<file path="config.mk">
export PLATFORM = sky130hd
export DESIGN_NAME = via_aggregator
export DESIGN_NICKNAME = d
export VERILOG_FILES = /design/src/logic/via_pkg.sv /design/src/logic/via_order_if.sv /design/src/logic/via_aggregator.sv /design/src/logic/via_arrival_order.sv /design/src/logic/via_port_delay.sv
export SDC_FILE = /design/constraint.sdc
export NUM_CORES = 1
export LEC_CHECK = 0
export CORE_UTILIZATION = 50
export DETAILED_ROUTE_END_ITERATION = 12
export DONT_BUFFER_PORTS = 1
export PLACE_DENSITY = 0.73
export SKIP_CTS_REPAIR_TIMING = 1
export SLEW_MARGIN = 20
export SYNTH_ARGS = -nofsm -noshare
export SYNTH_HDL_FRONTEND = slang
export SYNTH_SLANG_ARGS = --single-unit
</file>
<file path="constraint.sdc">
create_clock -name clk_i -period 6.2 [get_ports clk_i]
set_clock_uncertainty 0.15 [all_clocks]
set_input_delay 0.31 -clock clk_i [delete_from_list [all_inputs] [get_ports clk_i]]
set_output_delay 0.31 -clock clk_i [all_outputs]
set_load 0.01 [all_outputs]
</file>
<file path="src/logic/via_pkg.sv">
// Constants, register map and types of the vectored interrupt aggregator
package via_pkg;
	// Register port
	localparam int VIA_AW = 8;
	localparam int VIA_DW = 8;
	localparam logic [VIA_AW-1:0] VIA_ADDR_VECTOR = 8'h00;
	localparam logic [VIA_AW-1:0] VIA_ADDR_MCU_CFG = 8'h01;
	localparam logic [VIA_AW-1:0] VIA_ADDR_IRQ_CFG = 8'h02;
	localparam logic [VIA_AW-1:0] VIA_ADDR_IRQ_EN = 8'h03;
	// Field positions
	localparam int VIA_XSEL_BIT = 0;
	localparam int VIA_EX0_BIT = 0;
	localparam int VIA_EX1_BIT = 2;
	localparam int VIA_EA_BIT = 7;
	localparam int VIA_DLY_W = 4;
	localparam int VIA_G_MSB = 7;
	localparam int VIA_G_LSB = 4;
	localparam int VIA_LSB = 0;
	// Reset values
	localparam logic [VIA_DW-1:0] VIA_VEC_NONE = 8'h00;
	localparam logic [VIA_DW-1:0] VIA_RD_ZERO = 8'h00;
	localparam logic [VIA_DLY_W-1:0] VIA_DLY_RST = 4'h0;
	localparam logic [VIA_DW-1:0] VIA_EN_RST = 8'h00;
	// Sources, grouped by vector group
	localparam int VIA_NSRC = 17;
	localparam int VIA_NGRP = 4;
	localparam int VIA_GRP_LO [VIA_NGRP] = '{0, 3, 6, 13};
	localparam int VIA_GRP_N [VIA_NGRP] = '{3, 3, 7, 4};
	localparam logic [VIA_DW-1:0] VIA_SRC_VEC [VIA_NSRC] = '{
		8'h12, 8'h14, 8'h16, 8'h22, 8'h24, 8'h26,
		8'h30, 8'h32, 8'h34, 8'h36, 8'h38, 8'h3A, 8'h3C,
		8'h40, 8'h42, 8'h44, 8'h46};
	localparam logic [3:0] VIA_GRP_TOP = 4'h4;
	// Port delay step
	localparam int VIA_CLK_NS = 4;
	localparam int VIA_TICK_NS = 1000;
	localparam int VIA_TICK_CYC = VIA_TICK_NS / VIA_CLK_NS;
	localparam int VIA_DIV_W = 8;
	// Vector states
	typedef enum logic [1:0] {
		VIA_S_IDLE = 2'b01,
		VIA_S_HOLD = 2'b10
	} via_vstate_t;
endpackage : via_pkg

</file>
<file path="src/logic/via_order_if.sv">
// Interface between the vector logic and one group's arrival tracker
`timescale 1ns/1ps
interface via_order_if #(parameter int N = 4);
	logic [N-1:0] req;
	logic [N-1:0] clr;
	logic flush;
	logic [N-1:0] pend;
	logic [N-1:0] head;
	modport order_side (input req, input clr, input flush,
		output pend, output head);
	modport ctrl_side (output req, output clr, output flush,
		input pend, input head);
endinterface : via_order_if

</file>
<file path="src/logic/via_aggregator.sv">
// Vectored interrupt aggregator: vector, port request and registers
//
// The implementer's own choices: the address map and the strobed register port.
`timescale 1ns/1ps
// Function
// - all internal sources are ORed into one internal request line.
// - no external interrupt pins feed the internal request line; port pins feed the port line.
// - vector space has room for 127 non-zero vectors, few assigned.
// - vector register names the source behind the shared entry.
// - any write retires the vector and loads the next pending one.
// - vector bit 0 always reads zero.
// - vector reads zero when nothing is pending.
// - bits 3-1 hold source in group, bits 7-4 group, reset zero.
// - higher group number wins, group 4 highest.
// - sources within a group are served first come first served.
// - group priority encoder, group 4 (40h-46h) highest, group 1 (12h-16h) lowest.
// - endpoint and bus event vectors from 12h through 3Ch.
// - two-wire events 40h, 42h; endpoint-0 44h, 46h; rest reserved.
// - port-2 inputs are active low and ORed into the port request.
// - port request also feeds the wake-up logic.
// - select bit 0 picks the port-3 pin, 1 the port-2 inputs.
// - port path holds a delay set by a four-bit setting.
// - global enable zero blocks all; one lets each enable decide.
// - select register cleared only by power-up reset.
module via_aggregator
	import via_pkg::*;
(
	// Clock and resets
	input wire logic clk_i,
	input wire logic rst_i,
	input wire logic func_rst_i,
	// Register port
	input wire logic [VIA_AW-1:0] reg_addr_i,
	input wire logic [VIA_DW-1:0] reg_wdata_i,
	input wire logic reg_wr_i,
	input wire logic reg_rd_i,
	output logic [VIA_DW-1:0] reg_rdata_o,
	// Internal sources
	input wire logic [VIA_NSRC-1:0] src_req_i,
	// Port pins
	input wire logic [7:0] port_two_inputs_n_i,
	input wire logic port_three_pin_three_n_i,
	// Core side
	output logic internal_irq_line_n_o,
	output logic port_irq_line_n_o,
	output logic internal_irq_take_o,
	output logic port_irq_take_o,
	output logic port_wake_o
);
	via_vstate_t state;
	logic [VIA_DW-1:0] vec;
	logic [VIA_NSRC-1:0] cur_sel;
	logic [VIA_NSRC-1:0] head_all;
	logic [VIA_NSRC-1:0] pend_all;
	logic [VIA_NSRC-1:0] clr_all;
	logic [VIA_NSRC-1:0] sel;
	logic wr_vec;
	logic port_sel;
	logic [VIA_DLY_W-1:0] dly_set;
	logic [VIA_DW-1:0] irq_en;
	logic [7:0] p2_meta;
	logic [7:0] p2_sync;
	logic p3_meta;
	logic p3_sync;
	logic port_src;
	logic port_dly;

	// Highest group among the group heads
	function automatic logic [VIA_NSRC-1:0] via_pick(
		input logic [VIA_NSRC-1:0] h);
		logic [3:0] best;
		best = 4'h0;
		via_pick = '0;
		for (int i = 0; i < VIA_NSRC; i++)
			if (h[i] && VIA_SRC_VEC[i][VIA_G_MSB:VIA_G_LSB] > best)
				best = VIA_SRC_VEC[i][VIA_G_MSB:VIA_G_LSB];
		for (int i = 0; i < VIA_NSRC; i++)
			via_pick[i] = h[i] &&
				(VIA_SRC_VEC[i][VIA_G_MSB:VIA_G_LSB] == best);
	endfunction : via_pick

	function automatic logic [VIA_DW-1:0] via_vec_of(
		input logic [VIA_NSRC-1:0] s);
		via_vec_of = VIA_VEC_NONE;
		for (int i = 0; i < VIA_NSRC; i++)
			if (s[i])
				via_vec_of = via_vec_of | VIA_SRC_VEC[i];
	endfunction : via_vec_of

	// Per-group arrival trackers
	for (genvar g = 0; g < VIA_NGRP; g++)
	begin : grp
		localparam int LO = VIA_GRP_LO[g];
		localparam int N = VIA_GRP_N[g];
		via_order_if #(.N(N)) oif ();
		assign oif.req = src_req_i[LO +: N];
		assign oif.clr = clr_all[LO +: N];
		assign oif.flush = func_rst_i;
		assign head_all[LO +: N] = oif.head;
		assign pend_all[LO +: N] = oif.pend;
		via_arrival_order #(.N(N)) u_order (
			.clk_i(clk_i),
			.rst_i(rst_i),
			.port(oif)
		);
	end

	assign sel = via_pick(head_all);
	assign wr_vec = reg_wr_i && (reg_addr_i == VIA_ADDR_VECTOR);
	assign clr_all = (wr_vec && state == VIA_S_HOLD) ? cur_sel : '0;

	always_ff @(posedge clk_i or posedge rst_i)
	begin
		if (rst_i)
		begin
			state <= VIA_S_IDLE;
			vec <= VIA_VEC_NONE;
			cur_sel <= '0;
		end
		else if (func_rst_i)
		begin
			state <= VIA_S_IDLE;
			vec <= VIA_VEC_NONE;
			cur_sel <= '0;
		end
		else
		begin
			case (state)
				VIA_S_IDLE:
				begin
					if (|sel)
					begin
						vec <= via_vec_of(sel);
						cur_sel <= sel;
						state <= VIA_S_HOLD;
					end
				end
				VIA_S_HOLD:
				begin
					if (wr_vec)
					begin
						vec <= VIA_VEC_NONE;
						cur_sel <= '0;
						state <= VIA_S_IDLE;
					end
				end
				default:
				begin
					vec <= VIA_VEC_NONE;
					cur_sel <= '0;
					state <= VIA_S_IDLE;
				end
			endcase
		end
	end

	always_ff @(posedge clk_i or posedge rst_i)
	begin
		if (rst_i)
			port_sel <= 1'b0;
		else if (reg_wr_i && reg_addr_i == VIA_ADDR_MCU_CFG)
			port_sel <= reg_wdata_i[VIA_XSEL_BIT];
	end

	// Delay setting and enables
	always_ff @(posedge clk_i or posedge rst_i)
	begin
		if (rst_i)
		begin
			dly_set <= VIA_DLY_RST;
			irq_en <= VIA_EN_RST;
		end
		else if (func_rst_i)
		begin
			dly_set <= VIA_DLY_RST;
			irq_en <= VIA_EN_RST;
		end
		else if (reg_wr_i && reg_addr_i == VIA_ADDR_IRQ_CFG)
			dly_set <= reg_wdata_i[VIA_DLY_W-1:0];
		else if (reg_wr_i && reg_addr_i == VIA_ADDR_IRQ_EN)
			irq_en <= reg_wdata_i;
	end

	// Read data, one cycle after the strobe
	always_ff @(posedge clk_i or posedge rst_i)
	begin
		if (rst_i)
			reg_rdata_o <= VIA_RD_ZERO;
		else if (!reg_rd_i)
			reg_rdata_o <= VIA_RD_ZERO;
		else
		begin
			case (reg_addr_i)
				VIA_ADDR_VECTOR:
					reg_rdata_o <= vec;
				VIA_ADDR_MCU_CFG:
					reg_rdata_o <= VIA_DW'(port_sel) << VIA_XSEL_BIT;
				VIA_ADDR_IRQ_CFG:
					reg_rdata_o <= VIA_DW'(dly_set);
				VIA_ADDR_IRQ_EN:
					reg_rdata_o <= irq_en;
				default:
					reg_rdata_o <= VIA_RD_ZERO;
			endcase
		end
	end

	// Port pin synchronisers
	always_ff @(posedge clk_i or posedge rst_i)
	begin
		if (rst_i)
		begin
			p2_meta <= 8'hFF;
			p2_sync <= 8'hFF;
			p3_meta <= 1'b1;
			p3_sync <= 1'b1;
		end
		else
		begin
			p2_meta <= port_two_inputs_n_i;
			p2_sync <= p2_meta;
			p3_meta <= port_three_pin_three_n_i;
			p3_sync <= p3_meta;
		end
	end

	assign port_src = port_sel ? ~&p2_sync : ~p3_sync;

	via_port_delay u_delay (
		.clk_i(clk_i),
		.rst_i(rst_i),
		.raw_i(port_src),
		.setting_i(dly_set),
		.req_o(port_dly)
	);

	// no external pin reaches the internal line; port pins drive the port line and wake
	always_ff @(posedge clk_i or posedge rst_i)
	begin
		if (rst_i)
		begin
			internal_irq_line_n_o <= 1'b1;
			port_irq_line_n_o <= 1'b1;
			port_wake_o <= 1'b0;
		end
		else
		begin
			internal_irq_line_n_o <= (vec == VIA_VEC_NONE);
			port_irq_line_n_o <= ~port_dly;
			port_wake_o <= port_dly;
		end
	end

	always_ff @(posedge clk_i or posedge rst_i)
	begin
		if (rst_i)
		begin
			internal_irq_take_o <= 1'b0;
			port_irq_take_o <= 1'b0;
		end
		else
		begin
			internal_irq_take_o <= irq_en[VIA_EA_BIT] &&
				irq_en[VIA_EX0_BIT] && (vec != VIA_VEC_NONE);
			port_irq_take_o <= irq_en[VIA_EA_BIT] &&
				irq_en[VIA_EX1_BIT] && port_dly;
		end
	end
endmodule : via_aggregator

</file>
<file path="src/logic/via_arrival_order.sv">
// Pending flags and arrival order of the sources of one group
`timescale 1ns/1ps
module via_arrival_order #(parameter int N = 4)
(
	// Clock and reset
	input wire logic clk_i,
	input wire logic rst_i,
	// Group port
	via_order_if.order_side port
);
	logic [N-1:0] arrive;
	logic older [N][N];

	assign arrive = port.req & (~port.pend | port.clr);

	always_ff @(posedge clk_i or posedge rst_i)
	begin
		if (rst_i)
			port.pend <= '0;
		else if (port.flush)
			port.pend <= '0;
		else
			port.pend <= (port.pend & ~port.clr) | port.req;
	end

	for (genvar i = 0; i < N; i++)
	begin : row
		for (genvar j = 0; j < N; j++)
		begin : col
			always_ff @(posedge clk_i or posedge rst_i)
			begin
				if (rst_i)
					older[i][j] <= 1'b0;
				else if (arrive[i] && arrive[j])
					older[i][j] <= (i < j);
				else if (arrive[i])
					older[i][j] <= 1'b0;
				else if (arrive[j])
					older[i][j] <= 1'b1;
			end
		end
	end

	always_comb
	begin
		port.head = port.pend;
		for (int i = 0; i < N; i++)
			for (int j = 0; j < N; j++)
				if (i != j && port.pend[j] && older[j][i])
					port.head[i] = 1'b0;
	end
endmodule : via_arrival_order

</file>
<file path="src/logic/via_port_delay.sv">
// Programmable qualification delay of the port interrupt request
`timescale 1ns/1ps
module via_port_delay
	import via_pkg::*;
(
	// Clock and reset
	input wire logic clk_i,
	input wire logic rst_i,
	// Request
	input wire logic raw_i,
	input wire logic [VIA_DLY_W-1:0] setting_i,
	output logic req_o
);
	logic [VIA_DIV_W-1:0] div;
	logic tick;
	logic [VIA_DLY_W-1:0] steps;

	// Step divider
	always_ff @(posedge clk_i or posedge rst_i)
	begin
		if (rst_i)
			div <= '0;
		else if (!raw_i || tick)
			div <= '0;
		else
			div <= div + 1'b1;
	end

	assign tick = (div == VIA_DIV_W'(VIA_TICK_CYC - 1));

	always_ff @(posedge clk_i or posedge rst_i)
	begin
		if (rst_i)
			steps <= '0;
		else if (!raw_i)
			steps <= '0;
		else if (tick && steps != setting_i)
			steps <= steps + 1'b1;
	end

	always_ff @(posedge clk_i or posedge rst_i)
	begin
		if (rst_i)
			req_o <= 1'b0;
		else
			req_o <= raw_i && (steps >= setting_i);
	end
endmodule : via_port_delay

</file>
-- After elaboration in Yosys (flattened, before gate mapping)
Index checks and enable logic that the tools add are counted.
- bits in registers: 167
- bits in latches: 0
- RAM bits: 0
- memory bits (read-only): 0
- bits of input ports: 47
- output and inout port bits: 13
- word-level logic and storage cells: 614
- memories kept: 0
- add/subtract/negate cells: 2
- $mul: 0
- divide/modulo/power cells: 0
- order comparisons: 17
- equal/unequal tests: 15
- shift operators: 0
- mux-type cells: 277
- bitwise operators: 26
- reductions and logical operators: 188
- operator list (kind ; count):
    1-bit two-way mux ; 219
    1-bit logical AND ; 143
    3-bit nonzero test ; 33
    17-bit two-way mux ; 4
    8-bit two-way mux ; 8
    6-bit two-way mux ; 10
    2-bit by 4-bit greater-than comparator with 1-bit output, first input constant ; 10
    7-bit two-way mux ; 5
    17-bit one-hot mux with 2 select lines ; 1
    8-bit one-hot mux with 4 select lines ; 1
    2-bit two-way mux ; 13
    4-bit two-way mux ; 5
    3-bit two-way mux ; 6
    17-bit OR reduction ; 1
    8-bit by 2-bit equality test with 1-bit output, second input constant ; 2
    3-bit by 4-bit greater-than comparator with 1-bit output, first input constant ; 4
    8-bit zero test ; 2
    8-bit one-hot mux with 2 select lines ; 1
    5-bit two-way mux ; 3
    7-bit bitwise AND ; 2
    7-bit inverter ; 2
    7-bit bitwise OR ; 2
    3-bit bitwise AND ; 4
    3-bit inverter ; 4
    27 further kinds ; 40

-- Depth between registers and ports, before layout
- word-level depth: 74
- gate-level depth with buffers: 9

-- Hierarchy
Synthesis repeated with hierarchy kept, for this count alone.
- cells, all modules: 604
- area, all modules: 7049.3 sq um
- modules (own cells, without submodules) (module ; instances ; cells an instance ; area an instance (sq um)):
    via_aggregator ; 1 ; 223 ; 2815.2
    via_arrival_order at grp[2].u_order ; 1 ; 162 ; 2043.2
    via_arrival_order at grp[0].u_order ... ; 2 ; 39 ; 382.9
    via_port_delay ; 1 ; 80 ; 742.0
    via_arrival_order at grp[3].u_order ; 1 ; 61 ; 683.2

-- Worst setup path before layout
No wires, ideal clock.
- path kind: register to register
- start point: reg grp[2].u_order.port.pend[1]
- end point: reg vec[3]
- library setup time: 121 ps
- arrival: 1764 ps
- data required time: 5929 ps
- slack: 4165 ps
- stages on the path, launching flop included: 9
- path buffers: 2
- clock period less this slack: 2035 ps
- cells stage by stage: dfrtp_1 -> buf_4 -> a222oi_1 -> nand4_1 -> and2_1 -> nand4_2 -> o41ai_4 -> buf_4 -> a22o_1
- word-level cells in the longest chain between the ends: 51
- ends and longest elaborated chain (what ; line ; RTL):
    from (decl) ; via_order_if.sv:10 ; output pend, output head);
    from (signal assigned) ; via_arrival_order.sv:23 ; port.pend <= (port.pend & ~port.clr) | port.req;
    1-bit logical AND ; via_arrival_order.sv:49 ; if (i != j && port.pend[j] && older[j][i])
    1-bit two-way mux (6 in series) ; via_arrival_order.sv:49 ;
    1-bit logical AND ; via_aggregator.sv:75 ; if (h[i] && VIA_SRC_VEC[i][VIA_G_MSB:VIA_G_LSB] > best)
    2-bit two-way mux ; via_aggregator.sv:75 ;
    2-bit by 4-bit greater-than comparator with 1-bit output ; via_aggregator.sv:75 ;
    1-bit logical AND ; via_aggregator.sv:75 ;
    2-bit two-way mux ; via_aggregator.sv:75 ;
    2-bit by 4-bit greater-than comparator with 1-bit output ; via_aggregator.sv:75 ;
    (+25 left out) ; - ;
    3-bit two-way mux ; via_aggregator.sv:75 ;
    2-bit by 4-bit equality test with 1-bit output ; via_aggregator.sv:79 ; (VIA_SRC_VEC[i][VIA_G_MSB:VIA_G_LSB] == best);
    1-bit logical AND ; via_aggregator.sv:78 ; via_pick[i] = h[i] &&
    6-bit two-way mux (3 in series) ; via_aggregator.sv:86 ; if (s[i])
    7-bit two-way mux (4 in series) ; via_aggregator.sv:86 ;
    8-bit two-way mux ; via_aggregator.sv:131 ; if (|sel)
    8-bit one-hot mux with 2 select lines ; via_aggregator.sv:128 ; case (state)
    8-bit two-way mux ; via_aggregator.sv:120 ; else if (func_rst_i)
    to (signal assigned) ; via_aggregator.sv:133 ; vec <= via_vec_of(sel);
    to (decl) ; via_aggregator.sv:51 ; logic [VIA_DW-1:0] vec;
Parallel ways exist; a longest one is shown, timed or not. The select of a mux whose other input is x is not followed.
A chain may end at the register's enable or synchronous reset.

-- Worst setup path in the final report
- start point: reg grp[3].u_order.port.pend[0]
- end point: reg vec[2]
- word-level cells in the longest chain between the ends: 35
- ends and longest elaborated chain (what ; line):
    from (decl) ; via_order_if.sv:10
    from (signal assigned) ; via_arrival_order.sv:23
    1-bit two-way mux (3 in series) ; via_arrival_order.sv:49
    1-bit logical AND ; via_aggregator.sv:75
    3-bit two-way mux ; via_aggregator.sv:75
    3-bit by 4-bit greater-than comparator with 1-bit output ; via_aggregator.sv:75
    1-bit logical AND ; via_aggregator.sv:75
    3-bit two-way mux ; via_aggregator.sv:75
    3-bit by 4-bit greater-than comparator with 1-bit output ; via_aggregator.sv:75
    1-bit logical AND ; via_aggregator.sv:75
    (+4 left out) ; -
    1-bit by 4-bit equality test with 1-bit output ; via_aggregator.sv:79
    1-bit logical AND ; via_aggregator.sv:78
    5-bit two-way mux (2 in series) ; via_aggregator.sv:86
    6-bit two-way mux (10 in series) ; via_aggregator.sv:86
    7-bit two-way mux (4 in series) ; via_aggregator.sv:86
    8-bit two-way mux ; via_aggregator.sv:131
    8-bit one-hot mux with 2 select lines ; via_aggregator.sv:128
    8-bit two-way mux ; via_aggregator.sv:120
Parallel ways exist; a longest one is shown, timed or not. The select of a mux whose other input is x is not followed.

==> summary.md <==
| Metric | Value |
|---|---|
| Vias in the first global route | `4775` |
| WL met3 | `981 um` |
| CTS Buf Count | `17` |
| Tcrit/Tclk final | `48.6%` |
| Setup ws final | `3.19 ns` |
| Yosys cell types | `42` |
| Layout area overhead | `17.6%` |
| Htree depth | `4` |
| R2R Setup Slk | `3.19 ns` |
| Post-Syn Nets | `691` |
| Max cap viols | `0` |
| Die width | `118 um` |
| Worst slew pin tran | `1.03 ns` |
| Largest net degree at the start of global routing | `92` |
| Routability cong. | `0.872` |
| Post-synth top area share | `53.5%` |
| Drt pass-1 iters | `5` |
| CP Class | `flop to flop` |
| Yosys warnings | `0` |
| Status | `finished with violations` |
| ANT cells | `0` |
| Leakage power | `3.66 nW` |
| Row cnt | `42` |
| Rel. slew slack | `31.2%` |
| Congestion Overflow GR | `0` |
| Initial antenna violation count | `0` |
| Dpl ws | `2.97 ns` |
| Core ar. | `13200 um^2` |
| Syn Inst Count | `637` |
| Worst EP required | `6.35 ns` |
| Leading register cell type out of synthesis | `dfrtp_1` |
| CTS sink count | `165` |
| Type of the worst min-delay path | `primary input to flop` |
| Top fanout value on the critical path | `16` |
| Starting Density | `51.0%` |
| Most numerous cell in the Yosys netlist | `dfrtp_1` |
| Pwr/cell area | `331 nW/um^2` |
| Clock slew at reported path FFs | `0.06 ns` |
| DR vias/cell | `5.71` |
| Achievable Freq | `0.332 GHz` |
| Fin crit period | `3.01 ns` |
| Detailed Route Iter0 Violations | `477` |
| Synth area leaders | `dfrtp_1, dfstp_2, nor2_1, nand2_1, a21o_1` |
| CTS tree | `yes` |
| DR DRC count | `0` |
| Async S/R FF share, synth | `100%` |
| Total Neg Setup Slack | `0 ns` |
| # IOs | `60` |
| Post-synth EDFFs | `0` |
| Post-synth top cells | `dfrtp_1, nor2_1, nand2_1, a21oi_1` |
| Global-route wire length before repair | `23300 um` |
| Max-slew violation count | `0` |
| Met1 WL | `6200 um` |
| Hold Slack | `-0.0210 ns` |
| Worst-Skew Late Latency | `0.43 ns` |
| Worst setup SP type | `flop` |
| Highest Signal Layer | `met4` |
| Die area | `13900 um^2` |
| Max IR drop VDD | `0.000249 V` |
| RSZ-0062 raised after global routing | `no` |
| Syn_area_per_cell | `10.6 um^2` |
| Root Buffer | `clkbuf_16` |
| Final setup fails | `0` |
| Synth area leader | `dfrtp_1` |
| Die H | `118 um` |
| Fin nets | `733` |
| Failing checks | `negative hold slack` |
| I/O Buffers | `0` |
| Final WL | `14700 um` |
| Sequential area share after synthesis | `61.7%` |
| Via Count | `4958` |
| Drt wl/cell | `17.0 um` |
| Data arrival, critical path | `3.16 ns` |
| CP endpoint kind | `flop` |
| Wire length on met2 | `7270 um` |
| Max clock buf depth | `2` |
| Yosys reg bits | `165` |
| Tot GR Track Use | `21.6%` |
| Final Hold Viols | `3` |
| HPWL after DPL | `9460 um` |
| Cell area after synthesis | `6730 um^2` |
| Share of cells above drive strength 1 | `8.96%` |
| Routed Antenna Nets | `0` |
## final timing paths
| path | startpoint | to | depth (start not counted) |
|---|---|---|---|
| setup / recovery | grp[3].u_order.port.pend[0]$_DFF_PP0_ | vec[2]$_DFFE_PP0P_ | 8 |
| hold / removal | src_req_i[13] | grp[3].u_order.older[12]$_DFFE_PP0P_ | 2 |
| setup reg to reg | grp[3].u_order.port.pend[0]$_DFF_PP0_ | vec[2]$_DFFE_PP0P_ | 8 |
| hold reg to reg | p2_meta[5]$_DFF_PP1_ | p2_sync[5]$_DFF_PP1_ | 0 |
| max in group asynchronous | rst_i | reg_rdata_o[7]$_DFF_PP0_ | 3 |
| min in group asynchronous | rst_i | u_delay.div[4]$_DFF_PP0_ | 2 |
## flip-flops by register name (all words and copies together), names as in the netlist, 2 cells and up
signal	count
grp.u_order.older	66
cur_sel	17
grp.u_order.port.pend	17
irq_en	8
p2_meta	8
p2_sync	8
reg_rdata_o	8
u_delay.div	8
vec	6
dly_set	4
u_delay.steps	4
state	2
## through the flow
| stage | std cells | hold slack [ns] | power, mW | instance area (um^2) | util, % |
|---|---|---|---|---|---|
| after CTS | 825 | -0.298 | 2.60 | 7470 | 56.7 |
| after global routing | 868 | -0.000278 | 2.72 | 7920 | 60.0 |
| final | 868 | -0.0210 | 2.62 | 7920 | 60.0 |
| after global placement | 793 | 0.155 | 1.49 | 6860 | 52.0 |
| after detailed placement | 793 | 0.160 | 1.50 | 6860 | 52.0 |
| after floorplan | 637 | 0.164 | 1.44 | 6730 | - |
## report_power, final
| group | switching [mW] | internal, mW | total [mW] |
|---|---|---|---|
| clock network | 0.411 | 0.693 | 1.10 |
| logic | 0.159 | 0.107 | 0.266 |
| registers | 0.0708 | 1.18 | 1.25 |
| total | 0.641 | 1.98 | 2.62 |
## cell families after synthesis
family                     count (synthesis)  synth area share [%]
muxes                                     18                  2.73
xor gates and xnor gates                   9                  1.17
and+or+nand+nor                          248                  15.6
DFF                                      165                  61.7
AOI/OAI and AO/OA                        144                  14.4
adders and majority gates                  7                  1.30
buffers and inverters                     46                  3.09
## placed cells by master, fill, tap and decap left out, types with 7 or more instances in the layout
cell	count
a22oi_1	24
clkbuf_16	17
a21oi_1	36
inv_1	23
a21o_1	29
mux2i_1	15
dfstp_2	21
nand3_1	10
o21ai_0	29
nand2_1	96
nor2_1	109
a222oi_1	7
ha_1	7
dfrtp_1	144
nand4_1	13
dlygate4sd3_1	41
## metal layers
layer / global-route usage, % / vias to the layer above
li1: - / 2274
met3: 6.54 / 28
met4: 8.25 / 0
met1: 27.6 / 2452
met2: 34.6 / 204
met5: 0 / -
## cell type report
class / count / area [um^2]
well taps: 176 / 220
inverters: 24 / 95.1
flip-flops and latches: 165 / 4160
fillers: 1031 / 5280
clock buffers: 23 / 468
repair buffers: 45 / 457
multi-input cells: 426 / 2370
clock inverters: 9 / 150
## worst max-delay path, stage by stage, from the launching register on
cell	delay, ns
dfrtp_1	0.42
a22oi_1	0.12
nand3_1	0.15
nand4_1	0.34
or2_1	0.48
o41ai_4	0.63
buf_4	0.32
mux2i_1	0.22
a21oi_1	0.06
(Power assumes the default switching activity.)
